--- config.mk ---
export PLATFORM = sky130hd
export DESIGN_NAME = pmcb_bank
export DESIGN_NICKNAME = d
export VERILOG_FILES = /design/src/design/pmcb_pkg.sv /design/src/design/pmcb_bank.sv /design/src/design/pmcb_sync.sv /design/src/design/pmcb_limit.sv
export SDC_FILE = /design/constraint.sdc
export NUM_CORES = 1
export LEC_CHECK = 0
export BUFFER_PORTS_ARGS = -buffer_cell sky130_fd_sc_hd__buf_2
export CAP_MARGIN = 10
export CORE_ASPECT_RATIO = 0.5
export CORE_UTILIZATION = 54
export DETAILED_ROUTE_END_ITERATION = 16
export PLACE_DENSITY_LB_ADDON = 0.3
export SLEW_MARGIN = 20
export SYNTH_ARGS = -nofsm -noshare
export SYNTH_HDL_FRONTEND = slang
export SYNTH_SLANG_ARGS = --single-unit
--- constraint.sdc ---
create_clock -name I_CORE_CLK -period 2.5 [get_ports I_CORE_CLK]
set_input_delay 0.5 -clock I_CORE_CLK [delete_from_list [all_inputs] [get_ports I_CORE_CLK]]
set_output_delay 0.5 -clock I_CORE_CLK [all_outputs]
set_load 0.1 [all_outputs]
--- src/design/pmcb_pkg.sv ---
// configuration register bank package: offsets, field positions, reset values
// assumes byte-wide registers on a 16-bit register address, one core clock
package pmcb_pkg;

  // bus geometry
  localparam int ADDR_W  = 16;
  localparam int DATA_W  = 8;
  localparam int LIMIT_W = 17;
  localparam int REF_N   = 2;
  localparam int OUT_N   = 4;
  localparam int SYNC_N  = 3;

  // register offsets
  localparam logic [15:0] ADDR_PLL_OVERRIDE = 16'h0069;
  localparam logic [15:0] ADDR_PLL_VCO      = 16'h006A;
  localparam logic [15:0] ADDR_REF_OFF      = 16'h006D;
  localparam logic [15:0] ADDR_LOCK_DBL     = 16'h006E;
  localparam logic [15:0] ADDR_OUT_OFF      = 16'h006F;
  localparam logic [15:0] ADDR_MOD_CAL      = 16'h0070;
  localparam logic [15:0] ADDR_REF0_HI      = 16'h0071;
  localparam logic [15:0] ADDR_REF0_MID     = 16'h0072;
  localparam logic [15:0] ADDR_REF0_LO      = 16'h0073;
  localparam logic [15:0] ADDR_REF1_HI      = 16'h0074;
  localparam logic [15:0] ADDR_REF1_MID     = 16'h0075;
  localparam logic [15:0] ADDR_REF1_LO      = 16'h0076;
  localparam logic [15:0] ADDR_RSVD_A       = 16'h0077;
  localparam logic [15:0] ADDR_RSVD_B       = 16'h0078;

  // field positions
  localparam int POS_OVERRIDE = 0;
  localparam int POS_VCO_LSB  = 5;
  localparam int POS_DBIT_LSB = 0;
  localparam int POS_DBL      = 0;
  localparam int POS_LOCK_ALARM_CLEAR_MODE  = 1;
  localparam int POS_CAL      = 0;
  localparam int POS_DSM      = 1;
  localparam int POS_DPLL     = 2;

  // values after reset and fixed codes
  localparam logic       RST_OVERRIDE = 1'h0;
  localparam logic [2:0] RST_VCO      = 3'h1;
  localparam logic [4:0] RST_DBIT     = 5'h0B;
  localparam logic       RST_BIT      = 1'h0;
  localparam logic       RST_ALARM    = 1'h1;
  localparam logic [2:0] VCO_FIRST    = 3'h0;
  localparam logic [2:0] VCO_SECOND   = 3'h1;
  localparam logic [16:0] RST_LIMIT   = 17'h1FFFF;
  localparam logic [16:0] LIMIT_MIN   = 17'h00003;

  // byte lane of a 17-bit limit inside its three addresses
  typedef enum logic [1:0] {PMCB_LANE_HI = 2'h0, PMCB_LANE_MID = 2'h1, PMCB_LANE_LO = 2'h2} pmcb_lane_t;

  // true when the address falls in the three bytes of a limit
  function automatic logic pmcb_in_limit(input logic [15:0] addr, input logic [15:0] base);
    pmcb_in_limit = (addr >= base) && (addr <= base + 16'h0002);
  endfunction

  // lane of an address inside a limit
  function automatic pmcb_lane_t pmcb_lane_of(input logic [15:0] addr, input logic [15:0] base);
    logic [15:0] diff;
    diff = addr - base;
    pmcb_lane_of = pmcb_lane_t'(diff[1:0]);
  endfunction

endpackage

--- src/design/pmcb_bank.sv ---
// configuration register bank: pll override, oscillator select, power-down
// controls, lock alarm mode and two missing-reference period limits
// assumes the serial port engine hands byte writes and reads on the core clock
`timescale 1ns/10ps
module pmcb_bank
  import pmcb_pkg::*;
(
  input  wire logic        I_CORE_CLK,
  input  wire logic        I_RST,
  input  wire logic        I_CE,
  input  wire logic        I_REG_WR,
  input  wire logic        I_REG_RD,
  input  wire logic [15:0] I_REG_ADDR,
  input  wire logic [7:0]  I_REG_WDATA,
  input  wire logic        I_PLL_LOCKED,
  input  wire logic        I_OUTPUTS_STABLE,
  output logic [7:0]       O_REG_RDATA,
  output logic             O_REG_RVALID,
  output logic             O_PLL_MANUAL_OVERRIDE,
  output logic [2:0]       O_OSCILLATOR_SELECT,
  output logic [4:0]       O_DIGITAL_LOCK_SETTING,
  output logic [1:0]       O_INPUT_REF_OFF,
  output logic             O_LOCK_ALARM_CLEAR_MODE,
  output logic             O_CRYSTAL_DOUBLER_OFF,
  output logic [3:0]       O_OUTPUT_PAIR_OFF,
  output logic [3:0]       O_OUTPUT_PAIR_OE,
  output logic             O_DIGITAL_LOOP_OFF,
  output logic             O_MODULATOR_OFF,
  output logic             O_CALIBRATION_HOLD,
  output logic             O_LOSS_OF_LOCK_ALARM,
  output logic [16:0]      O_REF0_MISSING_PERIOD_LIMIT,
  output logic [16:0]      O_REF1_MISSING_PERIOD_LIMIT
);

  logic        wr;
  logic        rd;
  logic        wr_ref0;
  logic        wr_ref1;
  pmcb_lane_t  lane_ref0;
  pmcb_lane_t  lane_ref1;
  logic [16:0] raw_ref0;
  logic [16:0] raw_ref1;
  logic [16:0] eff_ref0;
  logic [16:0] eff_ref1;
  logic        locked_q;
  logic        stable_q;
  logic        next_alarm;
  logic [7:0]  next_rdata;
  logic [2:0]  new_vco;

  // every access is frozen while the clock enable is low
  assign wr      = I_REG_WR && I_CE;
  assign rd      = I_REG_RD && I_CE;
  assign new_vco = I_REG_WDATA[POS_VCO_LSB +: 3];

  // limit decode uses the shared lane functions for both references
  assign wr_ref0   = wr && pmcb_in_limit(I_REG_ADDR, ADDR_REF0_HI);
  assign wr_ref1   = wr && pmcb_in_limit(I_REG_ADDR, ADDR_REF1_HI);
  assign lane_ref0 = pmcb_lane_of(I_REG_ADDR, ADDR_REF0_HI);
  assign lane_ref1 = pmcb_lane_of(I_REG_ADDR, ADDR_REF1_HI);

  // analog pll override and digital lock setting
  always_ff @(posedge I_CORE_CLK)
  begin
    if (I_RST)
    begin
      O_PLL_MANUAL_OVERRIDE  <= RST_OVERRIDE;
      O_DIGITAL_LOCK_SETTING <= RST_DBIT;
    end
    else if (wr && I_REG_ADDR == ADDR_PLL_OVERRIDE)
      O_PLL_MANUAL_OVERRIDE <= I_REG_WDATA[POS_OVERRIDE];
    else if (wr && I_REG_ADDR == ADDR_PLL_VCO)
      O_DIGITAL_LOCK_SETTING <= I_REG_WDATA[POS_DBIT_LSB +: 5];
  end

  // a reserved oscillator code is dropped so the analog side never sees it
  always_ff @(posedge I_CORE_CLK)
  begin
    if (I_RST)
      O_OSCILLATOR_SELECT <= RST_VCO;
    else if (wr && I_REG_ADDR == ADDR_PLL_VCO)
    begin
      if (new_vco == VCO_FIRST || new_vco == VCO_SECOND)
        O_OSCILLATOR_SELECT <= new_vco;
    end
  end

  // input reference power-down, one bit per reference
  always_ff @(posedge I_CORE_CLK)
  begin
    if (I_RST)
      O_INPUT_REF_OFF <= {REF_N{RST_BIT}};
    else if (wr && I_REG_ADDR == ADDR_REF_OFF)
      O_INPUT_REF_OFF <= I_REG_WDATA[REF_N-1:0];
  end

  // lock alarm mode and crystal doubler
  always_ff @(posedge I_CORE_CLK)
  begin
    if (I_RST)
    begin
      O_LOCK_ALARM_CLEAR_MODE <= RST_BIT;
      O_CRYSTAL_DOUBLER_OFF   <= RST_BIT;
    end
    else if (wr && I_REG_ADDR == ADDR_LOCK_DBL)
    begin
      O_LOCK_ALARM_CLEAR_MODE <= I_REG_WDATA[POS_LOCK_ALARM_CLEAR_MODE];
      O_CRYSTAL_DOUBLER_OFF   <= I_REG_WDATA[POS_DBL];
    end
  end

  // output pair power-down; the enable is the inverse so a disabled pair floats
  always_ff @(posedge I_CORE_CLK)
  begin
    if (I_RST)
    begin
      O_OUTPUT_PAIR_OFF <= {OUT_N{RST_BIT}};
      O_OUTPUT_PAIR_OE  <= {OUT_N{~RST_BIT}};
    end
    else if (wr && I_REG_ADDR == ADDR_OUT_OFF)
    begin
      O_OUTPUT_PAIR_OFF <= I_REG_WDATA[OUT_N-1:0];
      O_OUTPUT_PAIR_OE  <= ~I_REG_WDATA[OUT_N-1:0];
    end
  end

  // digital loop, modulator and calibration controls
  always_ff @(posedge I_CORE_CLK)
  begin
    if (I_RST)
    begin
      O_DIGITAL_LOOP_OFF <= RST_BIT;
      O_MODULATOR_OFF    <= RST_BIT;
      O_CALIBRATION_HOLD <= RST_BIT;
    end
    else if (wr && I_REG_ADDR == ADDR_MOD_CAL)
    begin
      O_DIGITAL_LOOP_OFF <= I_REG_WDATA[POS_DPLL];
      O_MODULATOR_OFF    <= I_REG_WDATA[POS_DSM];
      O_CALIBRATION_HOLD <= I_REG_WDATA[POS_CAL];
    end
  end

  // period limits for the two references
  pmcb_limit #(
    .RESET_VALUE (RST_LIMIT)
  ) u_limit_ref0 (
    .i_clk   (I_CORE_CLK),
    .i_rst   (I_RST),
    .i_ce    (I_CE),
    .i_wr    (wr_ref0),
    .i_lane  (lane_ref0),
    .i_wdata (I_REG_WDATA),
    .o_raw   (raw_ref0),
    .o_eff   (eff_ref0)
  );

  pmcb_limit #(
    .RESET_VALUE (RST_LIMIT)
  ) u_limit_ref1 (
    .i_clk   (I_CORE_CLK),
    .i_rst   (I_RST),
    .i_ce    (I_CE),
    .i_wr    (wr_ref1),
    .i_lane  (lane_ref1),
    .i_wdata (I_REG_WDATA),
    .o_raw   (raw_ref1),
    .o_eff   (eff_ref1)
  );

  // both limit outputs already leave a flip-flop inside the limit block
  assign O_REF0_MISSING_PERIOD_LIMIT = eff_ref0;
  assign O_REF1_MISSING_PERIOD_LIMIT = eff_ref1;

  // lock and stability come from the analog side, so they are synchronised
  pmcb_sync u_sync_locked (
    .i_clk   (I_CORE_CLK),
    .i_rst   (I_RST),
    .i_ce    (I_CE),
    .i_async (I_PLL_LOCKED),
    .o_level (locked_q)
  );

  pmcb_sync u_sync_stable (
    .i_clk   (I_CORE_CLK),
    .i_rst   (I_RST),
    .i_ce    (I_CE),
    .i_async (I_OUTPUTS_STABLE),
    .o_level (stable_q)
  );

  // alarm clears on lock, or in mode 1 only once outputs are stable too
  assign next_alarm = ~(locked_q && (~O_LOCK_ALARM_CLEAR_MODE || stable_q));

  always_ff @(posedge I_CORE_CLK)
  begin
    if (I_RST)
      O_LOSS_OF_LOCK_ALARM <= RST_ALARM;
    else if (I_CE)
      O_LOSS_OF_LOCK_ALARM <= next_alarm;
  end

  // readback; reserved and unmapped positions return zero
  always_comb
  begin
    next_rdata = 8'h00;
    unique case (I_REG_ADDR)
      ADDR_PLL_OVERRIDE: next_rdata[POS_OVERRIDE]      = O_PLL_MANUAL_OVERRIDE;
      ADDR_PLL_VCO:
      begin
        next_rdata[POS_VCO_LSB +: 3]  = O_OSCILLATOR_SELECT;
        next_rdata[POS_DBIT_LSB +: 5] = O_DIGITAL_LOCK_SETTING;
      end
      ADDR_REF_OFF:      next_rdata[REF_N-1:0]         = O_INPUT_REF_OFF;
      ADDR_LOCK_DBL:
      begin
        next_rdata[POS_LOCK_ALARM_CLEAR_MODE] = O_LOCK_ALARM_CLEAR_MODE;
        next_rdata[POS_DBL]     = O_CRYSTAL_DOUBLER_OFF;
      end
      ADDR_OUT_OFF:      next_rdata[OUT_N-1:0]         = O_OUTPUT_PAIR_OFF;
      ADDR_MOD_CAL:
      begin
        next_rdata[POS_DPLL] = O_DIGITAL_LOOP_OFF;
        next_rdata[POS_DSM]  = O_MODULATOR_OFF;
        next_rdata[POS_CAL]  = O_CALIBRATION_HOLD;
      end
      // raw value is shown so software reads back what it wrote
      ADDR_REF0_HI:      next_rdata[0]                 = raw_ref0[16];
      ADDR_REF0_MID:     next_rdata                    = raw_ref0[15:8];
      ADDR_REF0_LO:      next_rdata                    = raw_ref0[7:0];
      ADDR_REF1_HI:      next_rdata[0]                 = raw_ref1[16];
      ADDR_REF1_MID:     next_rdata                    = raw_ref1[15:8];
      ADDR_REF1_LO:      next_rdata                    = raw_ref1[7:0];
      default:           next_rdata                    = 8'h00;
    endcase
  end

  // read data is captured one cycle after the strobe and then held
  always_ff @(posedge I_CORE_CLK)
  begin
    if (I_RST)
      O_REG_RDATA <= 8'h00;
    else if (rd)
      O_REG_RDATA <= next_rdata;
  end

  // read valid is a one-cycle pulse per accepted strobe
  always_ff @(posedge I_CORE_CLK)
  begin
    if (I_RST)
      O_REG_RVALID <= 1'h0;
    else if (I_CE)
      O_REG_RVALID <= I_REG_RD;
  end

  a_override_write : assert property (@(posedge I_CORE_CLK) disable iff (I_RST)
    (wr && I_REG_ADDR == ADDR_PLL_OVERRIDE) |=> (O_PLL_MANUAL_OVERRIDE == $past(I_REG_WDATA[0])))
    else $error("override bit not taken");

  a_vco_reserved_kept : assert property (@(posedge I_CORE_CLK) disable iff (I_RST)
    (wr && I_REG_ADDR == ADDR_PLL_VCO && new_vco > VCO_SECOND) |=> $stable(O_OSCILLATOR_SELECT))
    else $error("reserved oscillator code taken");

  a_vco_legal_only : assert property (@(posedge I_CORE_CLK) disable iff (I_RST)
    O_OSCILLATOR_SELECT <= VCO_SECOND)
    else $error("oscillator select holds a reserved code");

  a_ref_off_write : assert property (@(posedge I_CORE_CLK) disable iff (I_RST)
    (wr && I_REG_ADDR == ADDR_REF_OFF) |=> (O_INPUT_REF_OFF == $past(I_REG_WDATA[1:0])))
    else $error("reference off bits not taken");

  a_alarm_lock_only : assert property (@(posedge I_CORE_CLK) disable iff (I_RST)
    (I_CE && locked_q && !O_LOCK_ALARM_CLEAR_MODE) |=> !O_LOSS_OF_LOCK_ALARM)
    else $error("alarm held after lock in mode 0");

  a_alarm_waits_stable : assert property (@(posedge I_CORE_CLK) disable iff (I_RST)
    (I_CE && O_LOCK_ALARM_CLEAR_MODE && !stable_q) |=> O_LOSS_OF_LOCK_ALARM)
    else $error("alarm cleared before outputs stable");

  a_doubler_write : assert property (@(posedge I_CORE_CLK) disable iff (I_RST)
    (wr && I_REG_ADDR == ADDR_LOCK_DBL) |=> (O_CRYSTAL_DOUBLER_OFF == $past(I_REG_WDATA[0])))
    else $error("doubler bit not taken");

  a_pair_float : assert property (@(posedge I_CORE_CLK) disable iff (I_RST)
    O_OUTPUT_PAIR_OE == ~O_OUTPUT_PAIR_OFF)
    else $error("output enable does not follow pair off");

  a_power_ctrl_write : assert property (@(posedge I_CORE_CLK) disable iff (I_RST)
    (wr && I_REG_ADDR == ADDR_MOD_CAL) |=>
      ({O_DIGITAL_LOOP_OFF, O_MODULATOR_OFF, O_CALIBRATION_HOLD} == $past(I_REG_WDATA[2:0])))
    else $error("power controls not taken");

  a_reserved_read_zero : assert property (@(posedge I_CORE_CLK) disable iff (I_RST)
    (rd && (I_REG_ADDR == ADDR_RSVD_A || I_REG_ADDR == ADDR_RSVD_B)) |=> (O_REG_RDATA == 8'h00))
    else $error("reserved register read nonzero");

  // every accepted read strobe must answer on the next edge
  a_read_pulse : assert property (@(posedge I_CORE_CLK) disable iff (I_RST)
    rd |=> O_REG_RVALID)
    else $error("read valid missing");

  a_rvalid_only_read : assert property (@(posedge I_CORE_CLK) disable iff (I_RST)
    (I_CE && !I_REG_RD) |=> !O_REG_RVALID)
    else $error("read valid without a read strobe");

  a_rdata_held : assert property (@(posedge I_CORE_CLK) disable iff (I_RST)
    !rd |=> $stable(O_REG_RDATA))
    else $error("read data moved without a read");

  // a low clock enable must freeze the override, oscillator, lock setting, reference, pair-off, alarm, read and raw limit state
  a_frozen_no_ce : assert property (@(posedge I_CORE_CLK) disable iff (I_RST)
    !I_CE |=> $stable({O_PLL_MANUAL_OVERRIDE, O_OSCILLATOR_SELECT, O_DIGITAL_LOCK_SETTING,
                       O_INPUT_REF_OFF, O_OUTPUT_PAIR_OFF, O_LOSS_OF_LOCK_ALARM,
                       O_REG_RDATA, O_REG_RVALID, raw_ref0, raw_ref1}))
    else $error("state changed while clock enable low");

  a_vco_legal_taken : assert property (@(posedge I_CORE_CLK) disable iff (I_RST)
    (wr && I_REG_ADDR == ADDR_PLL_VCO && new_vco <= VCO_SECOND) |=> (O_OSCILLATOR_SELECT == $past(new_vco)))
    else $error("legal oscillator code not taken");

  // the lock setting bits of a refused oscillator write still land
  a_dbit_always_taken : assert property (@(posedge I_CORE_CLK) disable iff (I_RST)
    (wr && I_REG_ADDR == ADDR_PLL_VCO) |=> (O_DIGITAL_LOCK_SETTING == $past(I_REG_WDATA[4:0])))
    else $error("digital lock setting not taken");

  a_pair_off_write : assert property (@(posedge I_CORE_CLK) disable iff (I_RST)
    (wr && I_REG_ADDR == ADDR_OUT_OFF) |=> (O_OUTPUT_PAIR_OFF == $past(I_REG_WDATA[3:0])))
    else $error("output pair off bits not taken");

  a_mode_write : assert property (@(posedge I_CORE_CLK) disable iff (I_RST)
    (wr && I_REG_ADDR == ADDR_LOCK_DBL) |=> (O_LOCK_ALARM_CLEAR_MODE == $past(I_REG_WDATA[1])))
    else $error("alarm clear mode not taken");

  a_alarm_clears : assert property (@(posedge I_CORE_CLK) disable iff (I_RST)
    (I_CE && locked_q && stable_q) |=> !O_LOSS_OF_LOCK_ALARM)
    else $error("alarm held although locked and stable");

  a_alarm_unlocked : assert property (@(posedge I_CORE_CLK) disable iff (I_RST)
    (I_CE && !locked_q) |=> O_LOSS_OF_LOCK_ALARM)
    else $error("alarm clear without lock");

  // a byte for reference 0 must never reach the reference 1 limit
  a_limit_lanes_apart : assert property (@(posedge I_CORE_CLK) disable iff (I_RST)
    wr_ref0 |=> $stable(raw_ref1))
    else $error("reference 0 write moved reference 1 limit");

endmodule

--- src/design/pmcb_sync.sv ---
// three-stage synchroniser with agreement filter for a level from a pin
// assumes the input is asynchronous to the core clock
`timescale 1ns/10ps
module pmcb_sync
  import pmcb_pkg::*;
(
  input  wire logic i_clk,
  input  wire logic i_rst,
  input  wire logic i_ce,
  input  wire logic i_async,
  output logic      o_level
);

  logic s1;
  logic s2;
  logic s3;

  // s1 feeds only s2, so a metastable first stage reaches no logic
  always_ff @(posedge i_clk)
  begin
    if (i_rst)
    begin
      s1 <= 1'h0;
      s2 <= 1'h0;
      s3 <= 1'h0;
    end
    else if (i_ce)
    begin
      s1 <= i_async;
      s2 <= s1;
      s3 <= s2;
    end
  end

  // a change counts only once the second and third stages agree
  always_ff @(posedge i_clk)
  begin
    if (i_rst)
      o_level <= 1'h0;
    else if (i_ce && (s2 == s3))
      o_level <= s3;
  end

endmodule

--- src/design/pmcb_limit.sv ---
// one 17-bit missing-reference period limit spread over three byte addresses
// assumes the parent decodes the address and gives the byte lane
`timescale 1ns/10ps
module pmcb_limit
  import pmcb_pkg::*;
#(
  parameter logic [16:0] RESET_VALUE = RST_LIMIT
)
(
  input  wire logic        i_clk,
  input  wire logic        i_rst,
  input  wire logic        i_ce,
  input  wire logic        i_wr,
  input  wire pmcb_lane_t  i_lane,
  input  wire logic [7:0]  i_wdata,
  output logic [16:0]      o_raw,
  output logic [16:0]      o_eff
);

  // byte lanes: bit 16 alone, then 15..8, then 7..0
  always_ff @(posedge i_clk)
  begin
    if (i_rst)
      o_raw <= RESET_VALUE;
    else if (i_ce && i_wr)
    begin
      unique case (i_lane)
        PMCB_LANE_HI:  o_raw[16]   <= i_wdata[0];
        PMCB_LANE_MID: o_raw[15:8] <= i_wdata;
        PMCB_LANE_LO:  o_raw[7:0]  <= i_wdata;
        default:       o_raw       <= o_raw;
      endcase
    end
  end

  // a limit below the floor would flag a healthy reference, so clamp it
  always_ff @(posedge i_clk)
  begin
    if (i_rst)
      o_eff <= RESET_VALUE;
    else if (i_ce)
      o_eff <= (o_raw < LIMIT_MIN) ? LIMIT_MIN : o_raw;
  end

  a_limit_floor : assert property (@(posedge i_clk) disable iff (i_rst) o_eff >= LIMIT_MIN)
    else $error("period limit below floor");

  a_limit_hi_lane : assert property (@(posedge i_clk) disable iff (i_rst)
    (i_ce && i_wr && i_lane == PMCB_LANE_HI) |=> (o_raw[16] == $past(i_wdata[0])))
    else $error("bit 16 not taken from high byte");

endmodule

==> results of run 1 <==
-- power by group --
group	leakage [nW]	switching (mW)	internal, mW
Sequential	0.891	0.00642	1.76
Combinational	1.38	0.195	0.0792
Clock	0.159	0.626	0.903
-- worst min-delay path, cell delays in order --
cell and delay (ns):
buf_2 0.07, mux2i_1 0.06, nor2_1 0.07
-- per-layer routing --
metal | global-route usage (%) | wire length, microns
met3 | 6.52 | 1090
met5 | 0 | 0
met4 | 7.10 | 157
met1 | 40.2 | 5980
met2 | 42.7 | 5210
-- synth_stat cells (all sizes together) (2+ instances only) --
master / number / area (sq um)
and2: 3 / 18.8
nor2: 24 / 90.1
nand3: 9 / 57.6
clkbuf: 28 / 105
nand2: 96 / 360
a21o: 2 / 15.0
nor2b: 8 / 50.1
nor3: 6 / 46.3
o21ai: 16 / 80.1
nor4: 12 / 120
a21oi: 7 / 35.0
inv: 6 / 22.5
a22oi: 4 / 30.0
a31oi: 13 / 81.3
dfxtp: 110 / 2200
and3b: 2 / 17.5
a31o: 2 / 17.5
a221oi: 2 / 17.5
and3: 6 / 37.5
nand4: 5 / 37.5
a2111oi: 2 / 17.5
a32oi: 3 / 26.3
mux2: 6 / 67.6
o211ai: 9 / 67.6
buf: 6 / 28.8
nor3b: 3 / 22.5
mux2i: 82 / 821
o22ai: 5 / 31.3
nand2b: 3 / 18.8
a22o: 4 / 35.0
o41ai: 2 / 17.5
or3: 3 / 18.8
-- kinds of logic (layout without fill, tap and decap cells) --
family,Yosys count,after routing,share of synthesized area [%]
flops,110,110,46.9
xor+xnor,1,1,0.187
mux,88,88,18.9
compound gates,74,74,10.6
simple gates,184,184,20.0
buf+inv,40,136,3.33
-- registers in the layout (all words and copies together), names as in the netlist, 2 cells and up --
signal / flops
u_limit_ref0.o_eff: 17
u_limit_ref0.o_raw: 17
u_limit_ref1.o_eff: 17
u_limit_ref1.o_raw: 17
O_REG_RDATA: 8
O_DIGITAL_LOCK_SETTING: 5
O_OUTPUT_PAIR_OE: 4
O_OUTPUT_PAIR_OFF: 4
O_OSCILLATOR_SELECT: 3
O_INPUT_REF_OFF: 2
-- layout make-up --
cell class | count | area [sq um]
Sequential cell | 110 | 2200
Inverter | 6 | 22.5
Clock buffer | 10 | 239
Timing Repair Buffer | 115 | 631
Multi-Input combinational cell | 347 | 2330
Fill cell | 687 | 2550
Clock inverter | 5 | 82.6
Tap cell | 112 | 140
-- cell usage in the layout (no fill, tap or decap), types with 2 or more instances in the layout --
cell,instances
nor4_4,3
nor3_1,4
a32oi_1,3
inv_1,5
and2_1,3
nand4_1,4
a22oi_1,4
nor3b_1,3
a22o_1,4
o21ai_0,16
and3_1,6
a21oi_1,7
dfxtp_1,110
mux2_2,6
buf_4,16
or3_1,3
mux2i_1,82
nand3_1,8
buf_2,98
nor4_1,9
nor2_1,24
bufinv_16,2
o211ai_1,9
o22ai_1,5
a2111oi_0,2
nor2b_1,8
and3b_1,2
nand2b_1,3
a31oi_1,13
a221oi_1,2
clkbuf_16,9
a21o_1,2
nand2_1,96
a31o_2,2
o41ai_1,2
-- metrics by stage --
step	cell area (sq um)	std cells	setup slack [ns]	util [%]
floorplan	4690	497	0.419	-
global placement	5330	690	0.141	65.0
detailed placement	5330	690	0.0376	65.0
CTS	5650	705	0.393	68.9
global route	5650	705	0.237	68.9
finish	5650	705	0.382	68.9
-- final timing paths --
check                                        endpoint  slack, ns  depth (start not counted)
worst max register to register         O_REG_RDATA[0]       0.84                          5
worst min-delay path                 u_sync_stable.s1       0.39                          3
worst max-delay path            u_limit_ref1.o_raw[9]       0.38                          6
worst min register to register  u_limit_ref0.o_eff[7]       0.47                          2
==> metrics.md, run 1 <==
| Metric | Value |
|---|---|
| CP delay by family, top | `simple AND/OR/NAND/NOR gates` |
| Hold Crit Class | `primary input to flop` |
| Final HPWL DP | `8.97 mm` |
| Wire per inst | `17.6 microns` |
| Die H | `67.9 microns` |
| Failing checks | `DRC` |
| CP max FO | `8` |
| Hold buffer count at CTS | `0` |
| Final wirelength | `12.4 mm` |
| CP required | `2.71 ns` |
| Least-Margin Pin Slew | `0.626 ns` |
| DRC viols | `1` |
| Buffers on Ports | `98` |
| Share of post-route cells with drive strength above 1 | `24.8%` |
| Hold Startpoint | `I_OUTPUTS_STABLE` |
| Postcts setup bufs | `0` |
| Fmax | `472 MHz` |
| Status | `complete, but fails checks` |
| Clock sink total | `110` |
| CTS tree | `done` |
| Fraction of registers with async set/reset | `0%` |
| Crit path time final | `2.12 ns` |
| Area growth, synth to finish | `20.4%` |
| Initial Utilization | `57.2%` |
| Hold slack | `0.394 ns` |
| Worst r2r src | `O_PLL_MANUAL_OVERRIDE` |
| Die width | `134 microns` |
| GRT Resource Usage Total | `28.1%` |
| CP peak stage delay | `0.79 ns` |
| Grt total ovfl | `0` |
| Initial antenna violation count | `0` |
| Maximum vdd ir drop | `408 uV` |
| Post-synth net total | `528` |
| Leak | `2.43 nW` |
| Pwr dens | `632 nW/um^2` |
| I/O pins | `99` |
| Final nets | `620` |
| Via-to-Cell Ratio | `5.79` |
| Maxcap violations | `0` |
| Final period utilization | `84.7%` |
| Final hold vios | `0` |
| Post-synthesis cell count | `497` |
| Worst setup SP type | `primary input` |
| Via Count | `4083` |
| Buffers & Inverters on Critical Path | `1` |
| Clock Skew | `0.00506 ns` |
| Max-slew violations | `0` |
| Post-synth cell types | `47` |
| Antenna cells | `0` |
| Root Buffer | `clkbuf_16` |
| Final Wtd Congestion | `0.925` |
| Vias in the first global route | `3602` |
| Largest net degree at the start of global routing | `45` |
| Worst EP arrival | `2.32 ns` |
| Row count | `23` |
| Global-route wire length before repair | `19.2 mm` |
| CP Capture Type | `flop` |
| Max_slew headroom | `57.2%` |
| Clk Latency, worst-skew pair | `0.35 ns` |
| Iteration-0 DRC count of the detailed router | `393` |
| Setup TNS | `0 ns` |
| Full die area | `9090 sq um` |
| Cell area after synthesis | `4690 sq um` |
| Post-synth EDFFs | `0` |
| H-tree levels | `3` |
| CP cell instances | `buf_2 -> nor4_4 -> nand4_2 -> or4b_1 -> mux2i_1 -> nand2_1` |
| Critical-path top delay cell | `or4b_1` |
| Post-CTS resize count | `0` |
| Tot Pwr | `3.57 mW` |
| Core footprint | `8200 sq um` |
| Num CTS Buffers | `9` |
| Seq cells post-synth | `110` |
| CP startpoint | `I_REG_ADDR[8]` |
| Synth warn | `0` |
| Max Buffers Root-to-Sink | `2` |
| Final setup fails | `0` |
| Crit path kind | `primary input to flop` |
| Unrepaired setup endpoints after global routing | `false` |
| Sequential area share after synthesis | `46.9%` |
| First-pass iteration count of the detailed router | `12` |
| Post-DRT Antenna Nets | `0` |
| Most used DFF post-synth | `dfxtp_1` |
| Synth Area per Inst | `9.44 sq um` |
| Clock Pin Slew Worst Setup and Hold Paths | `0.07 ns` |
No activity file was read; power rests on OpenSTA's default activity.
==> run 2: changes to the inputs <==
--- a/config.mk
+++ b/config.mk
@@ -5,10 +5,11 @@
 export SDC_FILE = /design/constraint.sdc
 export NUM_CORES = 1
 export LEC_CHECK = 0
+export ABC_AREA = 1
 export BUFFER_PORTS_ARGS = -buffer_cell sky130_fd_sc_hd__buf_2
 export CAP_MARGIN = 10
 export CORE_ASPECT_RATIO = 0.5
-export CORE_UTILIZATION = 54
+export CORE_UTILIZATION = 55
 export DETAILED_ROUTE_END_ITERATION = 16
 export PLACE_DENSITY_LB_ADDON = 0.3
 export SLEW_MARGIN = 20
==> constraint.sdc (replaced) <==
create_clock -name I_CORE_CLK -period 2.03 [get_ports I_CORE_CLK]
set_input_delay 0.406 -clock I_CORE_CLK [delete_from_list [all_inputs] [get_ports I_CORE_CLK]]
set_output_delay 0.406 -clock I_CORE_CLK [all_outputs]
set_load 0.1 [all_outputs]
==> metrics.md, run 2 <==
| Metric | Value |
|---|---|
| CP max FO | `16 (+8)` |
| Leak | `2.91 nW (+20%)` |
| Unrepaired setup endpoints after global routing | `false` |
| Post-synth cell types | `31 (-34%)` |
| CTS tree | `done` |
| WHS Endpoint | `u_sync_stable.s1` |
| Seq cells post-synth | `110 (unchanged)` |
| Final wirelength | `12.9 mm (+3.8%)` |
| Fmax | `624 MHz` |
| DP Worst Slack | `0.0829 ns (+0.0453 ns)` |
| Cell area after layout | `5840 sq um (+3.4%)` |
| Post-CTS resize count | `0 (unchanged)` |
| Most numerous cell in the Yosys netlist | `nand2_1` |
| Final hold vios | `0 (unchanged)` |
| Clock Pin Slew Worst Setup and Hold Paths | `0.08 ns (about the same)` |
| Postcts setup bufs | `0 (unchanged)` |
| I/O pins | `99 (unchanged)` |
| DRC viols | `0 (-1)` |
| Synth warn | `0 (unchanged)` |
| Clock sink total | `110 (unchanged)` |
| Hold slack | `0.273 ns (-0.121 ns)` |
| Most common cell after layout, fill and taps aside | `nand2_1` |
| Post-synth net total | `659 (+25%)` |
| Global-route wire length before repair | `20.3 mm (+5.4%)` |
| Final Wtd Congestion | `0.896 (-3.1%)` |
| Most frequent cells in the layout | `156 x nand2_1, 110 x dfxtp_1, 98 x buf_2` |
| Wire per inst | `15.5 microns (-12%)` |
| Cell area after synthesis | `4930 sq um (+5.1%)` |
| Num CTS Buffers | `9 (unchanged)` |
| Buffers on Ports | `98 (unchanged)` |
| Full die area | `9380 sq um (+3.2%)` |
| Reg2reg setup slack | `0.71 ns (-0.13 ns)` |
| Via-to-Cell Ratio | `5.50 (-5.0%)` |
| Hold Startpoint | `I_OUTPUTS_STABLE` |
| Clock Skew | `0.00892 ns (+0.00386 ns)` |
| Vias in the first global route | `3877 (+7.6%)` |
| Fraction of registers with async set/reset | `0% (unchanged)` |
| Max Buffers Root-to-Sink | `2 (unchanged)` |
| Synth top cells by count | `156 x nand2_1, 110 x dfxtp_1, 62 x nand3_1` |
| Core footprint | `8350 sq um (+1.8%)` |
| Final setup fails | `0 (unchanged)` |
| First-pass iteration count of the detailed router | `5 (-7)` |
| CP Capture Type | `flop` |
| Worst setup SP type | `primary input` |
| Final period utilization | `79.0%` |
| Worst r2r src | `u_limit_ref1.o_raw[16]` |
| Maxcap violations | `0 (unchanged)` |
| Worst R2R End | `u_limit_ref1.o_eff[1]` |
| Area after DPL | `5530 sq um (+3.7%)` |
| Die width | `136 microns (+1.6%)` |
| Crit path time final | `1.60 ns` |
| Initial antenna violation count | `0 (unchanged)` |
| H-tree levels | `3 (unchanged)` |
| Largest net degree at the start of global routing | `46 (+2.2%)` |
| Max-slew violations | `0 (unchanged)` |
| Root Buffer | `clkbuf_16` |
| Setup TNS | `0 ns (unchanged)` |
| Largest area contributor in the netlist | `dfxtp_1` |
| Worst Reg-to-Reg Cells | `7 (+2)` |
| Area growth, synth to finish | `18.5%` |
| Synth Area per Inst | `7.86 sq um (-17%)` |
| Final nets | `749 (+21%)` |
| Share of post-route cells with drive strength above 1 | `25.7% (+0.94 points)` |
| Status | `finished, final reports clean` |
| Crit path kind | `primary input to flop` |
| Final HPWL DP | `9.43 mm (+5.1%)` |
| Via Count | `4596 (+13%)` |
| Initial Utilization | `59.1% (+1.9 points)` |
| Hold Crit Class | `primary input to flop` |
| Most used DFF post-synth | `dfxtp_1` |
| Hold buffer count at CTS | `0 (unchanged)` |
| Iteration-0 DRC count of the detailed router | `405 (+3.1%)` |
| Max_slew headroom | `63.4% (+6.2 points)` |
| Die H | `69.0 microns (+1.6%)` |
| Maximum vdd ir drop | `459 uV (+12%)` |
| Area share of the largest cell type after synthesis | `44.6% (-2.3 points)` |
| Least-Margin Pin Slew | `0.548 ns (-0.0782 ns)` |
| Final worst slack | `0.427 ns (+0.0452 ns)` |
| Synth area leaders | `dfxtp_1 45%, nand2_1 12%, nand3_1 6.3%, o211ai_2 6.1%, a21oi_1 4.6%` |
| Sequential area share after synthesis | `44.6% (-2.3 points)` |
| Post-DRT Antenna Nets | `0 (unchanged)` |
| Clk Latency, worst-skew pair | `0.35 ns (about the same)` |
| Hold path depth | `3 (unchanged)` |
| Post-synth EDFFs | `0 (unchanged)` |
| Grt total ovfl | `0 (unchanged)` |
| Row count | `23 (unchanged)` |
| Post-synthesis cell count | `628 (+26%)` |
| CP required | `2.26 ns (-0.45 ns)` |
| Antenna cells | `0 (unchanged)` |
| GRT Resource Usage Total | `28.7% (+0.60 points)` |
| Worst EP arrival | `1.83 ns (-0.49 ns)` |
| Pwr dens | `801 nW/um^2 (+27%)` |
[run 2: worst max-delay path by stage]
stage,startpoint,to,slack (ns),cells past startpoint
4_1_cts,O_OUTPUT_PAIR_OFF[0],O_OUTPUT_PAIR_OFF[0],0.44,1
3_5_place_dp,I_REG_ADDR[8],O_OUTPUT_PAIR_OE[1],0.08,10
3_3_place_gp,I_REG_ADDR[12],O_OUTPUT_PAIR_OE[1],0.16,10
2_1_floorplan,I_REG_ADDR[12],u_limit_ref1.o_raw[14],0.43,9
5_1_grt,I_REG_ADDR[14],O_OUTPUT_PAIR_OE[1],0.30,10
6_report,I_REG_ADDR[8],u_limit_ref1.o_raw[13],0.43,9
[run 2: cells by family (layout without fill, tap and decap cells)]
group / after synthesis / after routing / share of synthesized area, %
buf+inv: 80 / 175 / 6.80
compound gates: 135 / 135 / 18.7
simple gates: 303 / 303 / 29.9
flops: 110 / 110 / 44.6
[run 2: layout make-up]
cell class / count / area, sq um
Fill cell: 690 / 2500
Multi-Input combinational cell: 438 / 2400
Sequential cell: 110 / 2200
Timing Repair Buffer: 106 / 588
Clock buffer: 9 / 225
Inverter: 53 / 200
Tap cell: 112 / 140
Clock inverter: 7 / 92.6
[run 2: power breakdown]
| group | switching, mW | leakage (nW) | internal (mW) |
|---|---|---|---|
| logic | 0.494 | 1.86 | 0.114 |
| registers | 0.0243 | 0.897 | 2.20 |
| clock network | 0.860 | 0.155 | 0.988 |
[run 2: layer usage]
metal / global-route usage (%) / share of wire [%]
met5: 0 / 0
met1: 42.2 / 49
met3: 7.09 / 9.2
met4: 6.39 / 0.62
met2: 42.0 / 41
[run 2: critical path: stages]
cell	delay, ns
buf_2	0.11
nor2_1	0.11
nand2_1	0.13
nor2_8	0.22
nand3_2	0.19
nand2_4	0.14
nand3_4	0.23
nand2_1	0.19
o211ai_2	0.09
[run 2: metrics by stage]
step | instances | utilization (%) | power [mW]
after floorplan | 628 | - | 2.74
after global placement | 819 | 66.2 | 2.87
after detailed placement | 819 | 66.2 | 2.88
after CTS | 835 | 70.0 | 4.70
after global routing | 835 | 70.0 | 4.82
final | 835 | 70.0 | 4.68
